`config.mk`:
```
export PLATFORM = sky130hd
export DESIGN_NAME = gpio_port_analog_shared_io
export DESIGN_NICKNAME = d
export VERILOG_FILES = /design/src/gpio_port_pkg.sv /design/src/gpio_port_analog_shared_io.sv /design/src/pin_sync.sv
export SDC_FILE = /design/constraint.sdc
export NUM_CORES = 1
export LEC_CHECK = 0
export BUFFER_PORTS_ARGS = -buffer_cell sky130_fd_sc_hd__buf_2
export CORE_ASPECT_RATIO = 0.9
export CORE_UTILIZATION = 55
export DETAILED_ROUTE_END_ITERATION = 16
export GPL_TIMING_DRIVEN = 0
export PLACE_DENSITY = 0.86
export SLEW_MARGIN = 20
export SYNTH_ARGS = -nofsm -noshare
export SYNTH_HDL_FRONTEND = slang
export SYNTH_SLANG_ARGS = --single-unit
```
`constraint.sdc`:
```
create_clock -name clk_sys -period 5.4 [get_ports clk_sys]
set_clock_uncertainty 0.1 [all_clocks]
set_input_delay 0.27 -clock clk_sys [delete_from_list [all_inputs] [get_ports clk_sys]]
set_output_delay 0.27 -clock clk_sys [all_outputs]
set_load 0.03 [all_outputs]
```
`src/gpio_port_pkg.sv`:
```
// Shared constants for the analog-shared GPIO port block
package gpio_port_pkg;

  // ****************************************
  // Geometry
  // ****************************************
  localparam int PORT_WIDTH   = 8;
  localparam int ADDR_WIDTH   = 6;
  localparam int DATA_WIDTH   = 32;
  localparam int PULSE_OUTS   = 6;
  localparam int CMP_CHANNELS = 2;

  // ****************************************
  // Register byte offsets
  // ****************************************
  localparam logic [5:0] OFS_PORT0_OUTPUT_LATCH         = 6'h00;
  localparam logic [5:0] OFS_PORT0_LATCH_RMW            = 6'h04;
  localparam logic [5:0] OFS_PORT0_DIRECTION            = 6'h08;
  localparam logic [5:0] OFS_PORT0_PULLUP_ENABLE        = 6'h0c;
  localparam logic [5:0] OFS_ANALOG_INPUT_DISABLE_LOW   = 6'h10;
  localparam logic [5:0] OFS_PORT1_OUTPUT_LATCH         = 6'h14;
  localparam logic [5:0] OFS_PORT1_LATCH_RMW            = 6'h18;
  localparam logic [5:0] OFS_PORT1_DIRECTION            = 6'h1c;
  localparam logic [5:0] OFS_PORT1_PULLUP_ENABLE        = 6'h20;
  localparam logic [5:0] OFS_PORT6_OUTPUT_LATCH         = 6'h24;
  localparam logic [5:0] OFS_PORT6_LATCH_RMW            = 6'h28;
  localparam logic [5:0] OFS_PORT6_DIRECTION            = 6'h2c;
  localparam logic [5:0] OFS_STANDBY_CONTROL            = 6'h30;
  localparam logic [5:0] OFS_COMPARATOR_CTRL_CH0        = 6'h34;
  localparam logic [5:0] OFS_COMPARATOR_CTRL_CH1        = 6'h38;
  localparam logic [5:0] OFS_SYSTEM_CONFIG              = 6'h3c;

  // ****************************************
  // Field positions
  // ****************************************
  localparam int STANDBY_PIN_STATE_SELECT_BIT = 0;
  localparam int STANDBY_ACTIVE_BIT           = 7;
  localparam int COMPARATOR_INPUT_GATE_BIT    = 0;
  localparam int NEG_INPUT_SOURCE_SELECT_BIT  = 1;
  localparam int PULSE_OUT_REMAP_SELECT_BIT   = 0;

  // ****************************************
  // Reset values and masks
  // ****************************************
  localparam logic [7:0] RESET_PORT_REG      = 8'h00;
  localparam logic [7:0] RESET_ANALOG_DIS    = 8'h00;
  localparam logic [7:0] RESET_CTRL_REG      = 8'h00;
  localparam logic [7:0] PORT0_PULLUP_MASK   = 8'hff;
  localparam logic [7:0] PORT1_PULLUP_MASK   = 8'hfb;
  localparam logic [7:0] PORT6_REMAP_MASK    = 8'hfc;

  // Pulse channel to port 1 bit, channel order gen0a,gen0b,gen1a,gen1b,gen2a,gen2b
  localparam logic [2:0] PULSE_PORT1_BIT [PULSE_OUTS] = '{3'h3, 3'h4, 3'h0, 3'h1, 3'h5, 3'h6};
  localparam int         PULSE_PORT6_BASE = 2;

  typedef enum logic [0:0] {BUS_IDLE, BUS_ACK} bus_state_t;

endpackage

```
`src/gpio_port_analog_shared_io.sv`:
```
// GPIO ports 0, 1 and 6 with analog sharing, standby isolation and pulse remap
//
// Contract
// - Direction bit 1 makes the pin an output driving its latch bit.
// - Data writes always load the latch; output pins show it one clock later.
// - Reading an output pin's data returns the latch, not the pin.
// - Direction bit 0 makes an input; writes only load the latch.
// - Input pin read returns pin level; read-modify-write read returns latch.
// - Peripheral output enable drives the pin; reads return pin level.
// - Reads return pin level even while a peripheral uses it as input.
// - Analog-shared pin digital input is enabled only when its disable bit is 1.
// - Reset clears direction and analog-disable registers to 0.
// - Select 1 in stop/watch: pins float, inputs forced low and blocked.
// - In that isolation, interrupt-enabled pins keep their input path.
// - Select 0 in stop/watch: pin states and output levels are held.
// - Port 0 pin levels go to the external interrupt circuit; only in isolation are non-enabled pins blocked.
// - Pull-up bit 1 connects pull-up, except while the pin drives low; port 1 bit 2 has no pull-up.
// - Bits 0 and 3 comparator positive input enabled while gate bit is 0.
// - Bits 1 and 4 negative input enabled only when gate and source are 0.
// - Remap 0 sends pulses to port 1 bits 3,4,0,1,5,6; 1 to port 6 bits 2-7.
// - Register bit n of every port register controls pin n.
`timescale 1ns/1ns
module gpio_port_analog_shared_io #(
  parameter int PORT_WIDTH = gpio_port_pkg::PORT_WIDTH
) (
  input  wire logic                                  clk_sys,
  input  wire logic                                  rst,
  // Avalon-MM slave
  input  wire logic [gpio_port_pkg::ADDR_WIDTH-1:0]  avs_address,
  input  wire logic                                  avs_read,
  input  wire logic                                  avs_write,
  input  wire logic [gpio_port_pkg::DATA_WIDTH-1:0]  avs_writedata,
  input  wire logic [3:0]                            avs_byteenable,
  output logic      [gpio_port_pkg::DATA_WIDTH-1:0]  avs_readdata,
  output logic                                       avs_waitrequest,
  // Pins
  input  wire logic [PORT_WIDTH-1:0]                 port0_pin_in,
  output logic      [PORT_WIDTH-1:0]                 port0_pin_out,
  output logic      [PORT_WIDTH-1:0]                 port0_pin_oe,
  output logic      [PORT_WIDTH-1:0]                 port0_pullup_on,
  input  wire logic [PORT_WIDTH-1:0]                 port1_pin_in,
  output logic      [PORT_WIDTH-1:0]                 port1_pin_out,
  output logic      [PORT_WIDTH-1:0]                 port1_pin_oe,
  output logic      [PORT_WIDTH-1:0]                 port1_pullup_on,
  input  wire logic [PORT_WIDTH-1:0]                 port6_pin_in,
  output logic      [PORT_WIDTH-1:0]                 port6_pin_out,
  output logic      [PORT_WIDTH-1:0]                 port6_pin_oe,
  // Shared peripherals
  input  wire logic [PORT_WIDTH-1:0]                 port0_periph_out,
  input  wire logic [PORT_WIDTH-1:0]                 port0_periph_oe,
  input  wire logic [gpio_port_pkg::PULSE_OUTS-1:0]  pulse_out,
  input  wire logic [gpio_port_pkg::PULSE_OUTS-1:0]  pulse_oe,
  input  wire logic                                  standby_entered,
  input  wire logic [PORT_WIDTH-1:0]                 ext_irq_enable,
  output logic      [PORT_WIDTH-1:0]                 ext_irq_level,
  output logic      [PORT_WIDTH-1:0]                 port0_digital_in,
  output logic      [PORT_WIDTH-1:0]                 port1_digital_in,
  output logic      [gpio_port_pkg::CMP_CHANNELS-1:0] cmp_pos_input_enable,
  output logic      [gpio_port_pkg::CMP_CHANNELS-1:0] cmp_neg_input_enable
);

  // ****************************************
  // State
  // ****************************************
  typedef struct packed {
    gpio_port_pkg::bus_state_t bus_state;
    logic                      waitrequest;
    logic [31:0]               readdata;
    logic [7:0]                port0_output_latch;
    logic [7:0]                port0_direction;
    logic [7:0]                port0_pullup_enable;
    logic [7:0]                analog_input_disable_low;
    logic [7:0]                port1_output_latch;
    logic [7:0]                port1_direction;
    logic [7:0]                port1_pullup_enable;
    logic [7:0]                port6_output_latch;
    logic [7:0]                port6_direction;
    logic [7:0]                standby_control;
    logic [7:0]                comparator_ctrl_ch0;
    logic [7:0]                comparator_ctrl_ch1;
    logic [7:0]                system_config;
    logic [7:0]                p0_out;
    logic [7:0]                p0_oe;
    logic [7:0]                p0_pull;
    logic [7:0]                p1_out;
    logic [7:0]                p1_oe;
    logic [7:0]                p1_pull;
    logic [7:0]                p6_out;
    logic [7:0]                p6_oe;
    logic [7:0]                irq_level;
    logic [7:0]                p0_din;
    logic [7:0]                p1_din;
    logic [1:0]                cmp_pos;
    logic [1:0]                cmp_neg;
  } port_state_t;

  port_state_t state;
  port_state_t next_state;

  logic [7:0] port0_sync;
  logic [7:0] port1_sync;
  logic [7:0] port6_sync;

  initial
  begin
    if (PORT_WIDTH != 8)
      $error("PORT_WIDTH must be 8: registers are one byte per port");
  end

  // ****************************************
  // Input synchronisers
  // ****************************************
  pin_sync #(.WIDTH(8)) u_sync_port0 (
    .clk_sys      (clk_sys),
    .rst          (rst),
    .pin_in       (port0_pin_in),
    .pin_sync_out (port0_sync)
  );

  pin_sync #(.WIDTH(8)) u_sync_port1 (
    .clk_sys      (clk_sys),
    .rst          (rst),
    .pin_in       (port1_pin_in),
    .pin_sync_out (port1_sync)
  );

  pin_sync #(.WIDTH(8)) u_sync_port6 (
    .clk_sys      (clk_sys),
    .rst          (rst),
    .pin_in       (port6_pin_in),
    .pin_sync_out (port6_sync)
  );

  // ****************************************
  // Helpers
  // ****************************************
  // Plain data read: latch for GPIO outputs, pin level otherwise
  function automatic logic [7:0] data_read(input logic [7:0] latch, input logic [7:0] dir,
                                           input logic [7:0] poe, input logic [7:0] pin);
    logic [7:0] own;
    own       = dir & ~poe;
    data_read = (own & latch) | (~own & pin);
  endfunction

  // Pin value driven: peripheral wins over the latch
  function automatic logic [7:0] drive_value(input logic [7:0] latch, input logic [7:0] poe,
                                             input logic [7:0] pout);
    drive_value = (poe & pout) | (~poe & latch);
  endfunction

  // Pull-up connected unless the pin drives low
  function automatic logic [7:0] pull_value(input logic [7:0] pul, input logic [7:0] oe,
                                            input logic [7:0] dout, input logic [7:0] mask);
    pull_value = pul & mask & ~(oe & ~dout);
  endfunction

  // ****************************************
  // Next state
  // ****************************************
  logic [7:0] p1_poe;
  logic [7:0] p1_pout;
  logic [7:0] p6_poe;
  logic [7:0] p6_pout;
  logic       remap;
  logic       standby_iso;
  logic       standby_hold;
  logic [7:0] iso_block;
  logic [7:0] p0_pin_level;
  logic [7:0] p1_pin_level;
  logic [7:0] p6_pin_level;
  logic [7:0] wdata;
  logic       wr_fire;
  logic       req;
  logic [7:0] rd_byte;

  always_comb
  begin
    p1_poe  = 8'h00;
    p1_pout = 8'h00;
    p6_poe  = 8'h00;
    p6_pout = 8'h00;
    remap   = state.system_config[gpio_port_pkg::PULSE_OUT_REMAP_SELECT_BIT];
    for (int ch = 0; ch < gpio_port_pkg::PULSE_OUTS; ch++)
    begin
      if (!remap)
      begin
        p1_poe[gpio_port_pkg::PULSE_PORT1_BIT[ch]]  = pulse_oe[ch];
        p1_pout[gpio_port_pkg::PULSE_PORT1_BIT[ch]] = pulse_out[ch];
      end
      else
      begin
        p6_poe[gpio_port_pkg::PULSE_PORT6_BASE + ch]  = pulse_oe[ch];
        p6_pout[gpio_port_pkg::PULSE_PORT6_BASE + ch] = pulse_out[ch];
      end
    end

    standby_iso  = standby_entered &
                   state.standby_control[gpio_port_pkg::STANDBY_PIN_STATE_SELECT_BIT];
    standby_hold = standby_entered &
                   ~state.standby_control[gpio_port_pkg::STANDBY_PIN_STATE_SELECT_BIT];
    iso_block    = standby_iso ? ~ext_irq_enable : 8'h00;

    // Pin levels as seen by the core, port 0 gated by analog disable
    p0_pin_level = port0_sync & state.analog_input_disable_low & ~iso_block;
    p1_pin_level = standby_iso ? 8'h00 : port1_sync;
    p6_pin_level = standby_iso ? 8'h00 : port6_sync;

    next_state = state;

    // Outputs to pins, held while in standby with select 0
    if (!standby_hold)
    begin
      next_state.p0_oe   = standby_iso ? 8'h00 : (state.port0_direction | port0_periph_oe);
      next_state.p0_out  = drive_value(state.port0_output_latch, port0_periph_oe, port0_periph_out);
      next_state.p1_oe   = standby_iso ? 8'h00 : (state.port1_direction | p1_poe);
      next_state.p1_out  = drive_value(state.port1_output_latch, p1_poe, p1_pout);
      next_state.p6_oe   = standby_iso ? 8'h00 : (state.port6_direction | p6_poe);
      next_state.p6_out  = drive_value(state.port6_output_latch, p6_poe, p6_pout);
      next_state.p0_pull = pull_value(state.port0_pullup_enable, next_state.p0_oe, next_state.p0_out,
                                      gpio_port_pkg::PORT0_PULLUP_MASK);
      next_state.p1_pull = pull_value(state.port1_pullup_enable, next_state.p1_oe, next_state.p1_out,
                                      gpio_port_pkg::PORT1_PULLUP_MASK);
    end

    // Interrupt routing ignores port configuration
    next_state.irq_level = port0_sync & ~iso_block;
    next_state.p0_din    = p0_pin_level;
    next_state.p1_din    = p1_pin_level;

    // Comparator input gates on port 0 bits 0/3 and 1/4
    next_state.cmp_pos[0] = ~state.comparator_ctrl_ch0[gpio_port_pkg::COMPARATOR_INPUT_GATE_BIT];
    next_state.cmp_pos[1] = ~state.comparator_ctrl_ch1[gpio_port_pkg::COMPARATOR_INPUT_GATE_BIT];
    next_state.cmp_neg[0] = ~state.comparator_ctrl_ch0[gpio_port_pkg::COMPARATOR_INPUT_GATE_BIT] &
                            ~state.comparator_ctrl_ch0[gpio_port_pkg::NEG_INPUT_SOURCE_SELECT_BIT];
    next_state.cmp_neg[1] = ~state.comparator_ctrl_ch1[gpio_port_pkg::COMPARATOR_INPUT_GATE_BIT] &
                            ~state.comparator_ctrl_ch1[gpio_port_pkg::NEG_INPUT_SOURCE_SELECT_BIT];

    // Bus: one wait cycle, then the access completes
    req     = avs_read | avs_write;
    wdata   = avs_writedata[7:0];
    wr_fire = avs_write & avs_byteenable[0] & (state.bus_state == gpio_port_pkg::BUS_ACK);
    rd_byte = 8'h00;
    case (avs_address)
      gpio_port_pkg::OFS_PORT0_OUTPUT_LATCH:
        rd_byte = data_read(state.port0_output_latch, state.port0_direction, port0_periph_oe, p0_pin_level);
      gpio_port_pkg::OFS_PORT0_LATCH_RMW:       rd_byte = state.port0_output_latch;
      gpio_port_pkg::OFS_PORT0_DIRECTION:       rd_byte = state.port0_direction;
      gpio_port_pkg::OFS_PORT0_PULLUP_ENABLE:   rd_byte = state.port0_pullup_enable;
      gpio_port_pkg::OFS_ANALOG_INPUT_DISABLE_LOW: rd_byte = state.analog_input_disable_low;
      gpio_port_pkg::OFS_PORT1_OUTPUT_LATCH:
        rd_byte = data_read(state.port1_output_latch, state.port1_direction, p1_poe, p1_pin_level);
      gpio_port_pkg::OFS_PORT1_LATCH_RMW:       rd_byte = state.port1_output_latch;
      gpio_port_pkg::OFS_PORT1_DIRECTION:       rd_byte = state.port1_direction;
      gpio_port_pkg::OFS_PORT1_PULLUP_ENABLE:   rd_byte = state.port1_pullup_enable;
      gpio_port_pkg::OFS_PORT6_OUTPUT_LATCH:
        rd_byte = data_read(state.port6_output_latch, state.port6_direction, p6_poe, p6_pin_level);
      gpio_port_pkg::OFS_PORT6_LATCH_RMW:       rd_byte = state.port6_output_latch;
      gpio_port_pkg::OFS_PORT6_DIRECTION:       rd_byte = state.port6_direction;
      gpio_port_pkg::OFS_STANDBY_CONTROL:
      begin
        rd_byte = state.standby_control;
        rd_byte[gpio_port_pkg::STANDBY_ACTIVE_BIT] = standby_entered;
      end
      gpio_port_pkg::OFS_COMPARATOR_CTRL_CH0:   rd_byte = state.comparator_ctrl_ch0;
      gpio_port_pkg::OFS_COMPARATOR_CTRL_CH1:   rd_byte = state.comparator_ctrl_ch1;
      gpio_port_pkg::OFS_SYSTEM_CONFIG:         rd_byte = state.system_config;
      default:                                  rd_byte = 8'h00;
    endcase

    case (state.bus_state)
      gpio_port_pkg::BUS_IDLE:
      begin
        next_state.waitrequest = 1'b1;
        if (req)
        begin
          next_state.bus_state   = gpio_port_pkg::BUS_ACK;
          next_state.waitrequest = 1'b0;
          next_state.readdata    = avs_read ? {24'h000000, rd_byte} : 32'h00000000;
        end
      end
      gpio_port_pkg::BUS_ACK:
      begin
        next_state.bus_state   = gpio_port_pkg::BUS_IDLE;
        next_state.waitrequest = 1'b1;
      end
      default:
      begin
        next_state.bus_state   = gpio_port_pkg::BUS_IDLE;
        next_state.waitrequest = 1'b1;
      end
    endcase

    // Register writes at the completing edge
    if (wr_fire)
    begin
      case (avs_address)
        gpio_port_pkg::OFS_PORT0_OUTPUT_LATCH,
        gpio_port_pkg::OFS_PORT0_LATCH_RMW:       next_state.port0_output_latch = wdata;
        gpio_port_pkg::OFS_PORT0_DIRECTION:       next_state.port0_direction = wdata;
        gpio_port_pkg::OFS_PORT0_PULLUP_ENABLE:   next_state.port0_pullup_enable = wdata;
        gpio_port_pkg::OFS_ANALOG_INPUT_DISABLE_LOW: next_state.analog_input_disable_low = wdata;
        gpio_port_pkg::OFS_PORT1_OUTPUT_LATCH,
        gpio_port_pkg::OFS_PORT1_LATCH_RMW:       next_state.port1_output_latch = wdata;
        gpio_port_pkg::OFS_PORT1_DIRECTION:       next_state.port1_direction = wdata;
        gpio_port_pkg::OFS_PORT1_PULLUP_ENABLE:   next_state.port1_pullup_enable = wdata;
        gpio_port_pkg::OFS_PORT6_OUTPUT_LATCH,
        gpio_port_pkg::OFS_PORT6_LATCH_RMW:       next_state.port6_output_latch = wdata;
        gpio_port_pkg::OFS_PORT6_DIRECTION:       next_state.port6_direction = wdata;
        gpio_port_pkg::OFS_STANDBY_CONTROL:
          next_state.standby_control = {1'b0, wdata[6:0]};
        gpio_port_pkg::OFS_COMPARATOR_CTRL_CH0:   next_state.comparator_ctrl_ch0 = wdata;
        gpio_port_pkg::OFS_COMPARATOR_CTRL_CH1:   next_state.comparator_ctrl_ch1 = wdata;
        gpio_port_pkg::OFS_SYSTEM_CONFIG:         next_state.system_config = wdata;
        default:
        begin
        end
      endcase
    end

    if (rst)
    begin
      next_state                          = '0;
      next_state.bus_state                = gpio_port_pkg::BUS_IDLE;
      next_state.waitrequest              = 1'b1;
      next_state.port0_output_latch       = gpio_port_pkg::RESET_PORT_REG;
      next_state.port0_direction          = gpio_port_pkg::RESET_PORT_REG;
      next_state.port0_pullup_enable      = gpio_port_pkg::RESET_PORT_REG;
      next_state.analog_input_disable_low = gpio_port_pkg::RESET_ANALOG_DIS;
      next_state.port1_output_latch       = gpio_port_pkg::RESET_PORT_REG;
      next_state.port1_direction          = gpio_port_pkg::RESET_PORT_REG;
      next_state.port1_pullup_enable      = gpio_port_pkg::RESET_PORT_REG;
      next_state.port6_output_latch       = gpio_port_pkg::RESET_PORT_REG;
      next_state.port6_direction          = gpio_port_pkg::RESET_PORT_REG;
      next_state.standby_control          = gpio_port_pkg::RESET_CTRL_REG;
      next_state.comparator_ctrl_ch0      = gpio_port_pkg::RESET_CTRL_REG;
      next_state.comparator_ctrl_ch1      = gpio_port_pkg::RESET_CTRL_REG;
      next_state.system_config            = gpio_port_pkg::RESET_CTRL_REG;
    end
  end

  always_ff @(posedge clk_sys)
  begin
    state <= next_state;
  end

  // ****************************************
  // Outputs
  // ****************************************
  assign avs_readdata         = state.readdata;
  assign avs_waitrequest      = state.waitrequest;
  assign port0_pin_out        = state.p0_out;
  assign port0_pin_oe         = state.p0_oe;
  assign port0_pullup_on      = state.p0_pull;
  assign port1_pin_out        = state.p1_out;
  assign port1_pin_oe         = state.p1_oe;
  assign port1_pullup_on      = state.p1_pull;
  assign port6_pin_out        = state.p6_out;
  assign port6_pin_oe         = state.p6_oe;
  assign ext_irq_level        = state.irq_level;
  assign port0_digital_in     = state.p0_din;
  assign port1_digital_in     = state.p1_din;
  assign cmp_pos_input_enable = state.cmp_pos;
  assign cmp_neg_input_enable = state.cmp_neg;

endmodule

```
`src/pin_sync.sv`:
```
// Two-stage synchroniser for a group of pin inputs
`timescale 1ns/1ns
module pin_sync #(
  parameter int WIDTH = 8
) (
  input  wire logic             clk_sys,
  input  wire logic             rst,
  input  wire logic [WIDTH-1:0] pin_in,
  output logic      [WIDTH-1:0] pin_sync_out
);

  typedef struct packed {
    logic [WIDTH-1:0] meta;
    logic [WIDTH-1:0] stable;
  } sync_state_t;

  sync_state_t state;
  sync_state_t next_state;

  initial
  begin
    if (WIDTH < 1)
      $error("pin_sync WIDTH must be positive");
  end

  always_comb
  begin
    next_state        = state;
    next_state.meta   = pin_in;
    next_state.stable = state.meta;
    if (rst)
      next_state = '0;
  end

  always_ff @(posedge clk_sys)
  begin
    state <= next_state;
  end

  assign pin_sync_out = state.stable;

endmodule

```
==> flow_metrics.tcl, run 1 <==
set metrics [dict create \
    finalWirelength_um 44500 \
    die_x_um 155 \
    initial_utilization_pct 57.0 \
    cts_setup_buffers 0 \
    ys.flop_type "dfxtp_1" \
    synth_seq_cells 252 \
    numClockSinks 252 \
    hold_slack_ns -0.00654 \
    firstDrtPassIters 7 \
    cts-htree-levels 1 \
    tns_ns 0 \
    rows 49 \
    slew_violations 0 \
    grt_usage_pct 40.2 \
    power.density_mw_per_mm2 302 \
    startpoint "state[116]$_SDFFE_PP0P_" \
    power_mw 4.30 \
    dp_cells 1772 \
    hp-start "ext_irq_enable[3]" \
    drt_iter0_markers 1514 \
    clockRootBuffer "clkbuf_16" \
    cp_data_required_time_ns 5.73 \
    dieArea_mm2 0.0216 \
    start_kind "flip-flop" \
    areaGrowthSynthToFinish_pct 23.7 \
    fin_crit_ns 2.53 \
    wl_met2_um 19200 \
    routedWlPerCell_um 23.8 \
    syn_avg_cell_area_um2 8.77 \
    crit_path_end_kind "flip-flop" \
    num_vias 11300 \
    hpwlAfterDp_um 32000 \
    core_area_mm2 0.0202 \
    async_reset_ff_share_pct 0 \
    first_global_vias 10500 \
    critPathMaxFanout 10 \
    fin_crit_sh_pct 46.9 \
    netlist_instances 1315 \
    syn-cell-area_mm2 0.0115 \
    grt_max_degree 16 \
    ys_types 56 \
    max_cap_viol_count 0 \
    rsz0062_at_grt "false" \
    irDropWorstVdd_uv 310 \
    cts_resized 0 \
    routed-wl-met3_um 6010 \
    status "finished, violations left" \
    fmax_mhz 395 \
    gr-total-overflow 0 \
    crit-reg2reg-launch "state[116]$_SDFFE_PP0P_" \
    cts_buffer_depth 3 \
    numCtsBuffers 25 \
    worstPathArrival_ns 2.86 \
    clk_latency_ns 0.53 \
    worst_pin_slew_ns 1.18 \
    criticalPathCategory "reg2reg" \
    setup_violations 0 \
    fin_cells 1868 \
    drc_errors 0 \
    fin_area_mm2 0.0143 \
    place.gp.congestion 0.977 \
    grt_antenna_before_repair 2 \
    clk_pin_slew_worst_paths_ns 0.07 \
    final_nets 1703 \
    hp-class "in2reg" \
    p_leak_nw 5.96 \
    hold_viol 1 \
    synth_edf_count 0 \
    dpl_cell_area_mm2 0.0128 \
    antenna_cells 0 \
    drive_gt1_share_pct 23.6 \
    yosysWarnings 0 \
    wl_met1_um 17300 \
    ant_nets 0 \
    grt_pass1_wl_um 63900 \
    relSlewSlack_pct 21.1 \
    cts_tree "built" \
    reg2reg_slack_ns 2.87 \
    ys_seq_area_share_pct 43.7 \
    violations "hold timing" \
    via_per_inst 6.08 \
    port_buffers 177 \
    die_y_um 139 \
    ioPinCount 232 \
    top_layer_used "met5" \
]
-- cell type report --
| cell class | instances | area [um^2] |
|---|---|---|
| buffer | 207 | 1270 |
| clock buffer | 29 | 661 |
| clock inverter | 15 | 236 |
| fill | 1585 | 5960 |
| inverter | 19 | 71.3 |
| multi-input combinational | 861 | 5250 |
| sequential | 252 | 5040 |
| tap | 255 | 319 |
| timing repair buffer | 230 | 1410 |
-- cell usage after synthesis (all sizes together), types with 29 or more instances --
cell	number	share of area (%)
a21oi	93	4.0
o21ai	32	1.4
nand3	49	2.2
a211oi	29	1.9
nand2	109	3.5
mux2i	90	7.8
nor2	129	4.2
nor3	37	1.9
clkbuf	62	2.0
nand2b	41	2.2
dfxtp	252	44
nor2b	62	3.4
buf	145	9.0
-- routing by layer --
| layer | track usage [%] | up-vias |
|---|---|---|
| met3 | 11.3 | 156 |
| met2 | 62.4 | 850 |
| li1 | - | 4995 |
| met1 | 53.1 | 5342 |
| met5 | 0 | - |
| met4 | 15.5 | 6 |
-- flip-flops by register name, indices dropped and copies added (netlist names) --
| register | cells |
|---|---|
| port1_pullup_on | 7 |
| u_sync_port1.pin_sync_out | 8 |
| cmp_pos_input_enable | 2 |
| port0_digital_in | 8 |
| port1_pin_out | 8 |
| avs_readdata | 8 |
| port0_pin_oe | 8 |
| avs_waitrequest | 1 |
| port1_pin_oe | 8 |
| remap | 1 |
| u_sync_port0.state | 8 |
| port6_pin_out | 8 |
| u_sync_port1.state | 8 |
| port0_pullup_on | 8 |
| state | 103 |
| port0_pin_out | 8 |
| port1_digital_in | 8 |
| port6_pin_oe | 8 |
| u_sync_port0.pin_sync_out | 8 |
| cmp_neg_input_enable | 2 |
| u_sync_port6.state | 8 |
| ext_irq_level | 8 |
| u_sync_port6.pin_sync_out | 8 |
-- critical path, stage by stage (launching register included) --
cell and delay, ns:
dfxtp_1 0.35, clkbuf_1 0.46, nand2b_1 0.18, clkbuf_1 0.37, clkbuf_1 0.59, nor2_1 0.11, a211oi_1 0.28
-- final timing paths --
kind,to,depth (start not counted)
hold / removal,ext_irq_level[3]$_SDFF_PP0_,3
setup / recovery,port0_pin_out[0]$_SDFFE_PP0N_,6
hold reg to reg,u_sync_port1.pin_sync_out[0]$_SDFF_PP0_,1
setup reg to reg,port0_pin_out[0]$_SDFFE_PP0N_,6
-- cells by family (layout without fill, tap and decap cells) --
family,Yosys count,after routing,share of synthesized area (%)
buffers and inverters,226,500,11.6
AO/OA/AOI/OAI,250,250,14.3
AND/OR/NAND/NOR,484,484,21.1
other,1,25,0.0325
flip-flops,252,252,43.7
multiplexers,102,102,9.18
-- report_power, final --
part | switching, mW | internal (mW)
sequential | 0.0202 | 1.90
combinational | 0.296 | 0.160
clock | 0.763 | 1.16
total | 1.08 | 3.22
-- timing repair --
| item | CTS | global route |
|---|---|---|
| hold buffers | 52 | 0 |
| setup endpoints to repair | 0 | 0 |
| hold endpoints to repair | 61 | 0 |
-- stage by stage --
stage | setup WS [ns] | utilization (%)
global route | 2.84 | 70.5
finish | 2.87 | 70.5
global placement | 2.43 | 63.4
floorplan | 3.45 | -
detailed placement | 2.51 | 63.5
CTS | 2.99 | 70.5
-- layout by cell type (no fill, tap or decap), types with 4 or more instances in the layout --
cell type      synthesis  routed
nor2_1               129     129
bufinv_16              0       6
conb_1                 1      25
inv_1                 19      19
o21ai_0               32      32
nand2b_1              41      41
nand2_1              109     109
nor2b_1               62      62
buf_1                  9       9
nand3b_1              13      13
clkbuf_1              62      64
buf_4                124     125
a22oi_1               14      14
buf_2                 10     187
a221oi_1              21      21
nand3_1               48      48
mux2i_1               90      90
a21oi_1               93      93
dlygate4sd3_1          0      52
a211o_1                7       7
dfxtp_1              252     252
clkbuf_16              0      25
o2111ai_1              7       7
clkinv_2               0       5
and2_1                15      15
nor3_1                32      32
a31oi_1                6       6
nor3b_1                8       8
a211oi_1              29      29
a32oi_1                4       4
a311oi_1              18      18
nor4_1                 5       5
mux2_2                10      10
No activity file was read; power rests on OpenSTA's default activity.
==> run 2, diff against run 1 <==
- CORE_UTILIZATION: 55 -> 50
- PLACE_DENSITY: 0.86 -> 0.83
- clock period: 5.4 -> 2.04 ns (I/O delays scaled with it)
==> run 2 against run 1 <==
Compared with the run above: the run ends with setup timing left; sequential power grew to 2.7 times the previous value; utilization is 4.2 points lower; non-clock buffer count is 48 higher; highest routed layer unchanged; register-to-register slack worse by 2.9 ns; maximum frequency is 24% higher; flip-flop and latch count stayed put; cell area is 4.9% higher; die area is 9.9% higher; largest power group unchanged; via count is 0.65% higher.
==> flow_metrics.tcl, run 2 (synthesis gave the netlist of run 1 again) <==
set metrics [dict create \
    gr-usage-met3_pct 9.52 \
    die_y_um 146 \
    gr-total-overflow 0 \
    first_global_vias 10700 \
    irDropWorstVdd_uv 580 \
    drive_gt1_share_pct 24.7 \
    setup_ws_ns -0.00668 \
    core_area_mm2 0.0226 \
    worst_pin_slew_ns 1.13 \
    port_buffers 177 \
    routedWlPerCell_um 23.5 \
    power_mw 11.6 \
    finalWirelength_um 46100 \
    power_frac_comb_pct 11.1 \
    drc_errors 0 \
    crit_chain "and2_1 -> clkbuf_2 -> clkbuf_2 -> o21ai_0 -> a21oi_1" \
    path_buf_inv 2 \
    fillerInstances 1832 \
    slowest_delay_ns 0.62 \
    hold_viol 0 \
    grt_usage_pct 38.1 \
    rows 52 \
    regMostFlops "state" \
    p_leak_nw 6.30 \
    crit_family "compound AO/OA/AOI/OAI gates" \
    cp_data_required_time_ns 2.34 \
    worstPathArrival_ns 2.35 \
    clk_latency_ns 0.55 \
    ant_nets 0 \
    grt_max_degree 16 \
    busiest_layer "met2" \
    place.gp.congestion 0.968 \
    grt_pass1_wl_um 66100 \
    setup_violations 2 \
    tns_ns -0.0127 \
    cp_common_cell "clkbuf_2" \
    violations "setup timing" \
    initial_utilization_pct 51.1 \
    final_nets 1752 \
    hold_slack_ns 0.0247 \
    max_cap_viol_count 0 \
    fin_crit_sh_pct 100 \
    start_kind "flip-flop" \
    seqPwrFrac_pct 43.7 \
    rsz0062_at_grt "false" \
    slowest_stage "o21ai_0" \
    cts_tree "built" \
    relSlewSlack_pct 24.2 \
    p_int_mw 8.72 \
    firstDrtPassIters 9 \
    clk_pin_slew_worst_paths_ns 0.06 \
    numCtsBuffers 26 \
    num_vias 11400 \
    status "finished, violations left" \
    place_ws_ns -0.705 \
    dieArea_mm2 0.0237 \
    cts-htree-levels 1 \
    die_x_um 162 \
    drt_iter0_markers 1253 \
    via_per_inst 5.82 \
    hp-class "in2reg" \
    fin_crit_ns 2.05 \
    seq_area_mm2 0.00505 \
    critPathMaxFanout 10 \
    p_clk_share_pct 45.2 \
    clockRootBuffer "clkbuf_16" \
    most-common-layout-cells "dfxtp_1, buf_2, nor2_1" \
    multi_input_area_mm2 0.00531 \
    grtUsageMet1_pct 50.4 \
    antenna_cells 0 \
    fmax_mhz 489 \
    swShare_pct 25.2 \
    grt_antenna_before_repair 1 \
    criticalPathCategory "reg2reg" \
    areaGrowthSynthToFinish_pct 29.7 \
    numClockSinks 252 \
    crit_path_end_kind "flip-flop" \
    hpwlAfterDp_um 32700 \
    layout_commonest_cell "dfxtp_1" \
    cts_buffer_depth 3 \
    power.density_mw_per_mm2 778 \
    p_switching_mw 2.93 \
    utilization_pct 66.3 \
    ioPinCount 232 \
    largest_reg_flops 103 \
    slew_violations 0 \
    met2_usage_pct 59.7 \
]
[run 2: routing by layer]
layer  part of all wire [%]  wire length (um)  vias up
li1                       -                 -     5106
met1                     39             18100     5423
met2                     44             20300      744
met3                     12              5580      148
met4                    4.5              2070        2
met5                  0.020                 9        -
[run 2: through the flow]
stage	instances	area [um^2]
floorplan	1339	11600
global placement	1813	12900
detailed placement	1815	12900
CTS	1961	14900
global route	1962	15000
finish	1962	15000
[run 2: path summary, 6_finish.rpt]
kind	startpoint	to	slack (ns)	cells after the start
min reg2reg	u_sync_port1.state[14]$_SDFF_PP0_	u_sync_port1.pin_sync_out[6]$_SDFF_PP0_	0.34	1
min	avs_address[2]	avs_readdata[0]$_SDFFE_PP0P_	0.02	4
max reg2reg	state[116]$_SDFFE_PP0P_	port1_pullup_on[4]$_SDFFE_PP0N_	-0.007	5
max	state[116]$_SDFFE_PP0P_	port1_pullup_on[4]$_SDFFE_PP0N_	-0.007	5
[run 2: final cells by class]
| class | count | share of cell area (%) |
|---|---|---|
| plain buffers | 205 | 8.58 |
| multi-input cells | 861 | 35.5 |
| inverters | 19 | 0.477 |
| clock buffers | 34 | 4.96 |
| clock inverters | 14 | 1.40 |
| flip-flops and latches | 252 | 33.7 |
| well taps | 297 | 2.48 |
| repair buffers | 280 | 12.9 |
[run 2: timing repair]
item | in CTS | in global routing
buffers inserted | 0 | 2
endpoints found under the setup margin | 111 | 46
cloned | 0 | 0
gates resized for setup | 21 | 14
endpoints found under the hold margin | 122 | 0
hold buffers | 99 | 0
pin swaps | 0 | 3
[run 2: tightest hold or removal path: cells and delay by family]
kind | cells | cell delay, ns
buffers and inverters | 1 | 0.13
AND/OR/NAND/NOR | 1 | 0.12
AO/OA/AOI/OAI | 2 | 0.25
[run 2: power groups by stage]
stage | combinational [mW] | sequential, mW | clock [mW]
after detailed placement | 1.10 | 5.19 | 0
after floorplan | 0.699 | 5.17 | 0
after global routing | 1.35 | 5.09 | 5.42
final | 1.29 | 5.09 | 5.27
after global placement | 1.09 | 5.19 | 0
after CTS | 1.25 | 5.08 | 5.25
==> run 3, diff against run 2 <==
- PLACE_DENSITY: 0.83 -> unset
- PLACE_DENSITY_LB_ADDON: unset -> 0.2
- SLEW_MARGIN: 20 -> 15
==> run 3 against run 2 <==
Compared with the run above: the run now ends clean; first-iteration DRC count fell by 1.8%; utilization hardly changed; non-clock buffer count fell by 3; maximum frequency rose by 1.5%; cell count shrank 0.15%; critical path depth rose by 1.
==> flow_metrics.tcl, run 3 (synthesis gave the netlist of run 1 again) <==
set metrics [dict create \
    worst_hold_path.num_cells 2 \
    reg2reg_slack_ns 0.08 \
    crit-reg2reg-launch "remap$_SDFFE_PP0P_" \
    hp-class "in2reg" \
    drive_gt1_share_pct 24.4 \
    cts_tree "built" \
    crit_path_end_kind "flip-flop" \
    p_leak_nw 6.28 \
    p_int_mw 8.77 \
    swShare_pct 25.2 \
    seqPwrFrac_pct 43.4 \
    gr-total-overflow 0 \
    clk_latency_ns 0.56 \
    hp-start "rst" \
    die_x_um 162 \
    criticalPathCategory "in2reg" \
    irDropWorstVdd_uv 645 \
    worst_pin_slew_ns 1.18 \
    hold-path-endpoint "ext_irq_level[2]$_SDFF_PP0_" \
    clk_pin_slew_worst_paths_ns 0.06 \
    start_kind "primary input" \
    via_per_inst 5.76 \
    cts_buffer_depth 3 \
    port_buffers 177 \
    fmax_mhz 496 \
    r2r_end "port6_pin_out[4]$_SDFFE_PP0N_" \
    initial_utilization_pct 51.1 \
    largest_reg_flops 103 \
    hpwlAfterDp_um 32100 \
    slew_violations 0 \
    cts-htree-levels 1 \
    drc_errors 0 \
    power.density_mw_per_mm2 783 \
    ioPinCount 232 \
    layout_commonest_cell "dfxtp_1" \
    rsz0062_at_grt "false" \
    grt_antenna_before_repair 1 \
    core_area_mm2 0.0226 \
    status "finished clean" \
    die_y_um 146 \
    utilization_pct 66.3 \
    place.gp.congestion 0.963 \
    num_vias 11300 \
    max_cap_viol_count 0 \
    grt_max_degree 14 \
    critPathMaxFanout 13 \
    antenna_cells 0 \
    routedWlPerCell_um 23.2 \
    grt_usage_pct 38.0 \
    numClockSinks 252 \
    most-common-layout-cells "dfxtp_1, buf_2, nor2_1" \
    areaGrowthSynthToFinish_pct 29.7 \
    cp_data_required_time_ns 2.33 \
    worstPathArrival_ns 2.31 \
    grt_pass1_wl_um 65700 \
    finalWirelength_um 45500 \
    regMostFlops "state" \
    drt_iter0_markers 1231 \
    fin_crit_ns 2.02 \
    power_frac_comb_pct 10.9 \
    p_clk_share_pct 45.6 \
    dieArea_mm2 0.0237 \
    firstDrtPassIters 6 \
    relSlewSlack_pct 21.7 \
    p_switching_mw 2.95 \
    fillerInstances 1872 \
    rows 52 \
    final_nets 1750 \
    clockRootBuffer "clkbuf_16" \
    ant_nets 0 \
    setup_violations 0 \
    first_global_vias 10400 \
    hold_viol 0 \
    power_mw 11.7 \
    fin_crit_sh_pct 98.9 \
    numCtsBuffers 27 \
    r2r.worst_path.cells 4 \
]
## run 3: cell count changes in the layout (fill, tap and decap cells not counted), sizes merged
cell and change:
inv +1, dlygate4sd3 -1, clkbuf +1, clkinv -4
## run 3: worst max-delay path, stage by stage
cell	delay, ns
buf_2	0.33
buf_2	0.36
buf_1	0.61
o21ai_0	0.25
nor4_2	0.49
a311oi_1	0.15
## run 3: power by group through the flow
| stage | combinational (mW) | clock [mW] | sequential (mW) |
|---|---|---|---|
| 6_report | 1.28 | 5.35 | 5.09 |
| 5_1_grt | 1.34 | 5.55 | 5.09 |
| 4_1_cts | 1.24 | 5.34 | 5.08 |
| 3_5_place_dp | 1.10 | 0 | 5.19 |
| 3_3_place_gp | 1.09 | 0 | 5.19 |
| 2_1_floorplan | 0.699 | 0 | 5.17 |
## run 3: worst max path at each step
stage	slack (ns)	end	start	depth (start not counted)
after global placement	-0.71	avs_readdata[3]$_SDFFE_PP0P_	avs_address[0]	5
final	0.02	avs_readdata[2]$_SDFFE_PP0P_	avs_address[4]	6
after floorplan	0.26	state[107]$_SDFFE_PP0P_	state[229]$_SDFF_PP0_	4
after CTS	0.03	port6_pin_out[4]$_SDFFE_PP0N_	remap$_SDFFE_PP0P_	5
after detailed placement	-0.61	avs_readdata[5]$_SDFFE_PP0P_	avs_address[3]	7
after global routing	0.02	avs_readdata[1]$_SDFFE_PP0P_	avs_address[0]	8
## run 3: stage by stage
stage / std cells / hold WS, ns / setup slack, ns / TNS, ns / area (um^2)
finish: 1959 / 0.0354 / 0.0228 / 0 / 15000
detailed placement: 1814 / 0.215 / -0.614 / -40.76 / 12900
CTS: 1960 / 0.0431 / 0.0344 / 0 / 14900
global placement: 1813 / 0.211 / -0.710 / -51.97 / 12900
floorplan: 1339 / 0.130 / 0.259 / 0 / 11600
global route: 1959 / 0.0392 / 0.0201 / 0 / 15000
## run 3: timing repair
action	4_1_cts	5_1_grt
endpoints found under the hold margin	125	0
cloned	0	0
setup endpoints to repair	114	35
pin swaps	1	2
setup buffers	1	1
resized for setup	23	10
hold buffers	98	0
## run 3: layout make-up
class,count,area [um^2],area share (%)
Tap cell,297,372,2.48
Buffer,204,1280,8.56
Timing Repair Buffer,278,1910,12.8
Inverter,19,71.3,0.477
Sequential cell,252,5040,33.7
Multi-Input combinational cell,861,5320,35.5
Clock buffer,37,763,5.10
Clock inverter,11,198,1.32
## run 3: layer usage
metal / track usage (%) / vias up / share of wire, %
met5: 0 / - / 0
li1: - / 5091 / -
met2: 56.9 / 716 / 43
met1: 54.0 / 5382 / 42
met3: 7.70 / 89 / 12
met4: 13.7 / 0 / 3.5
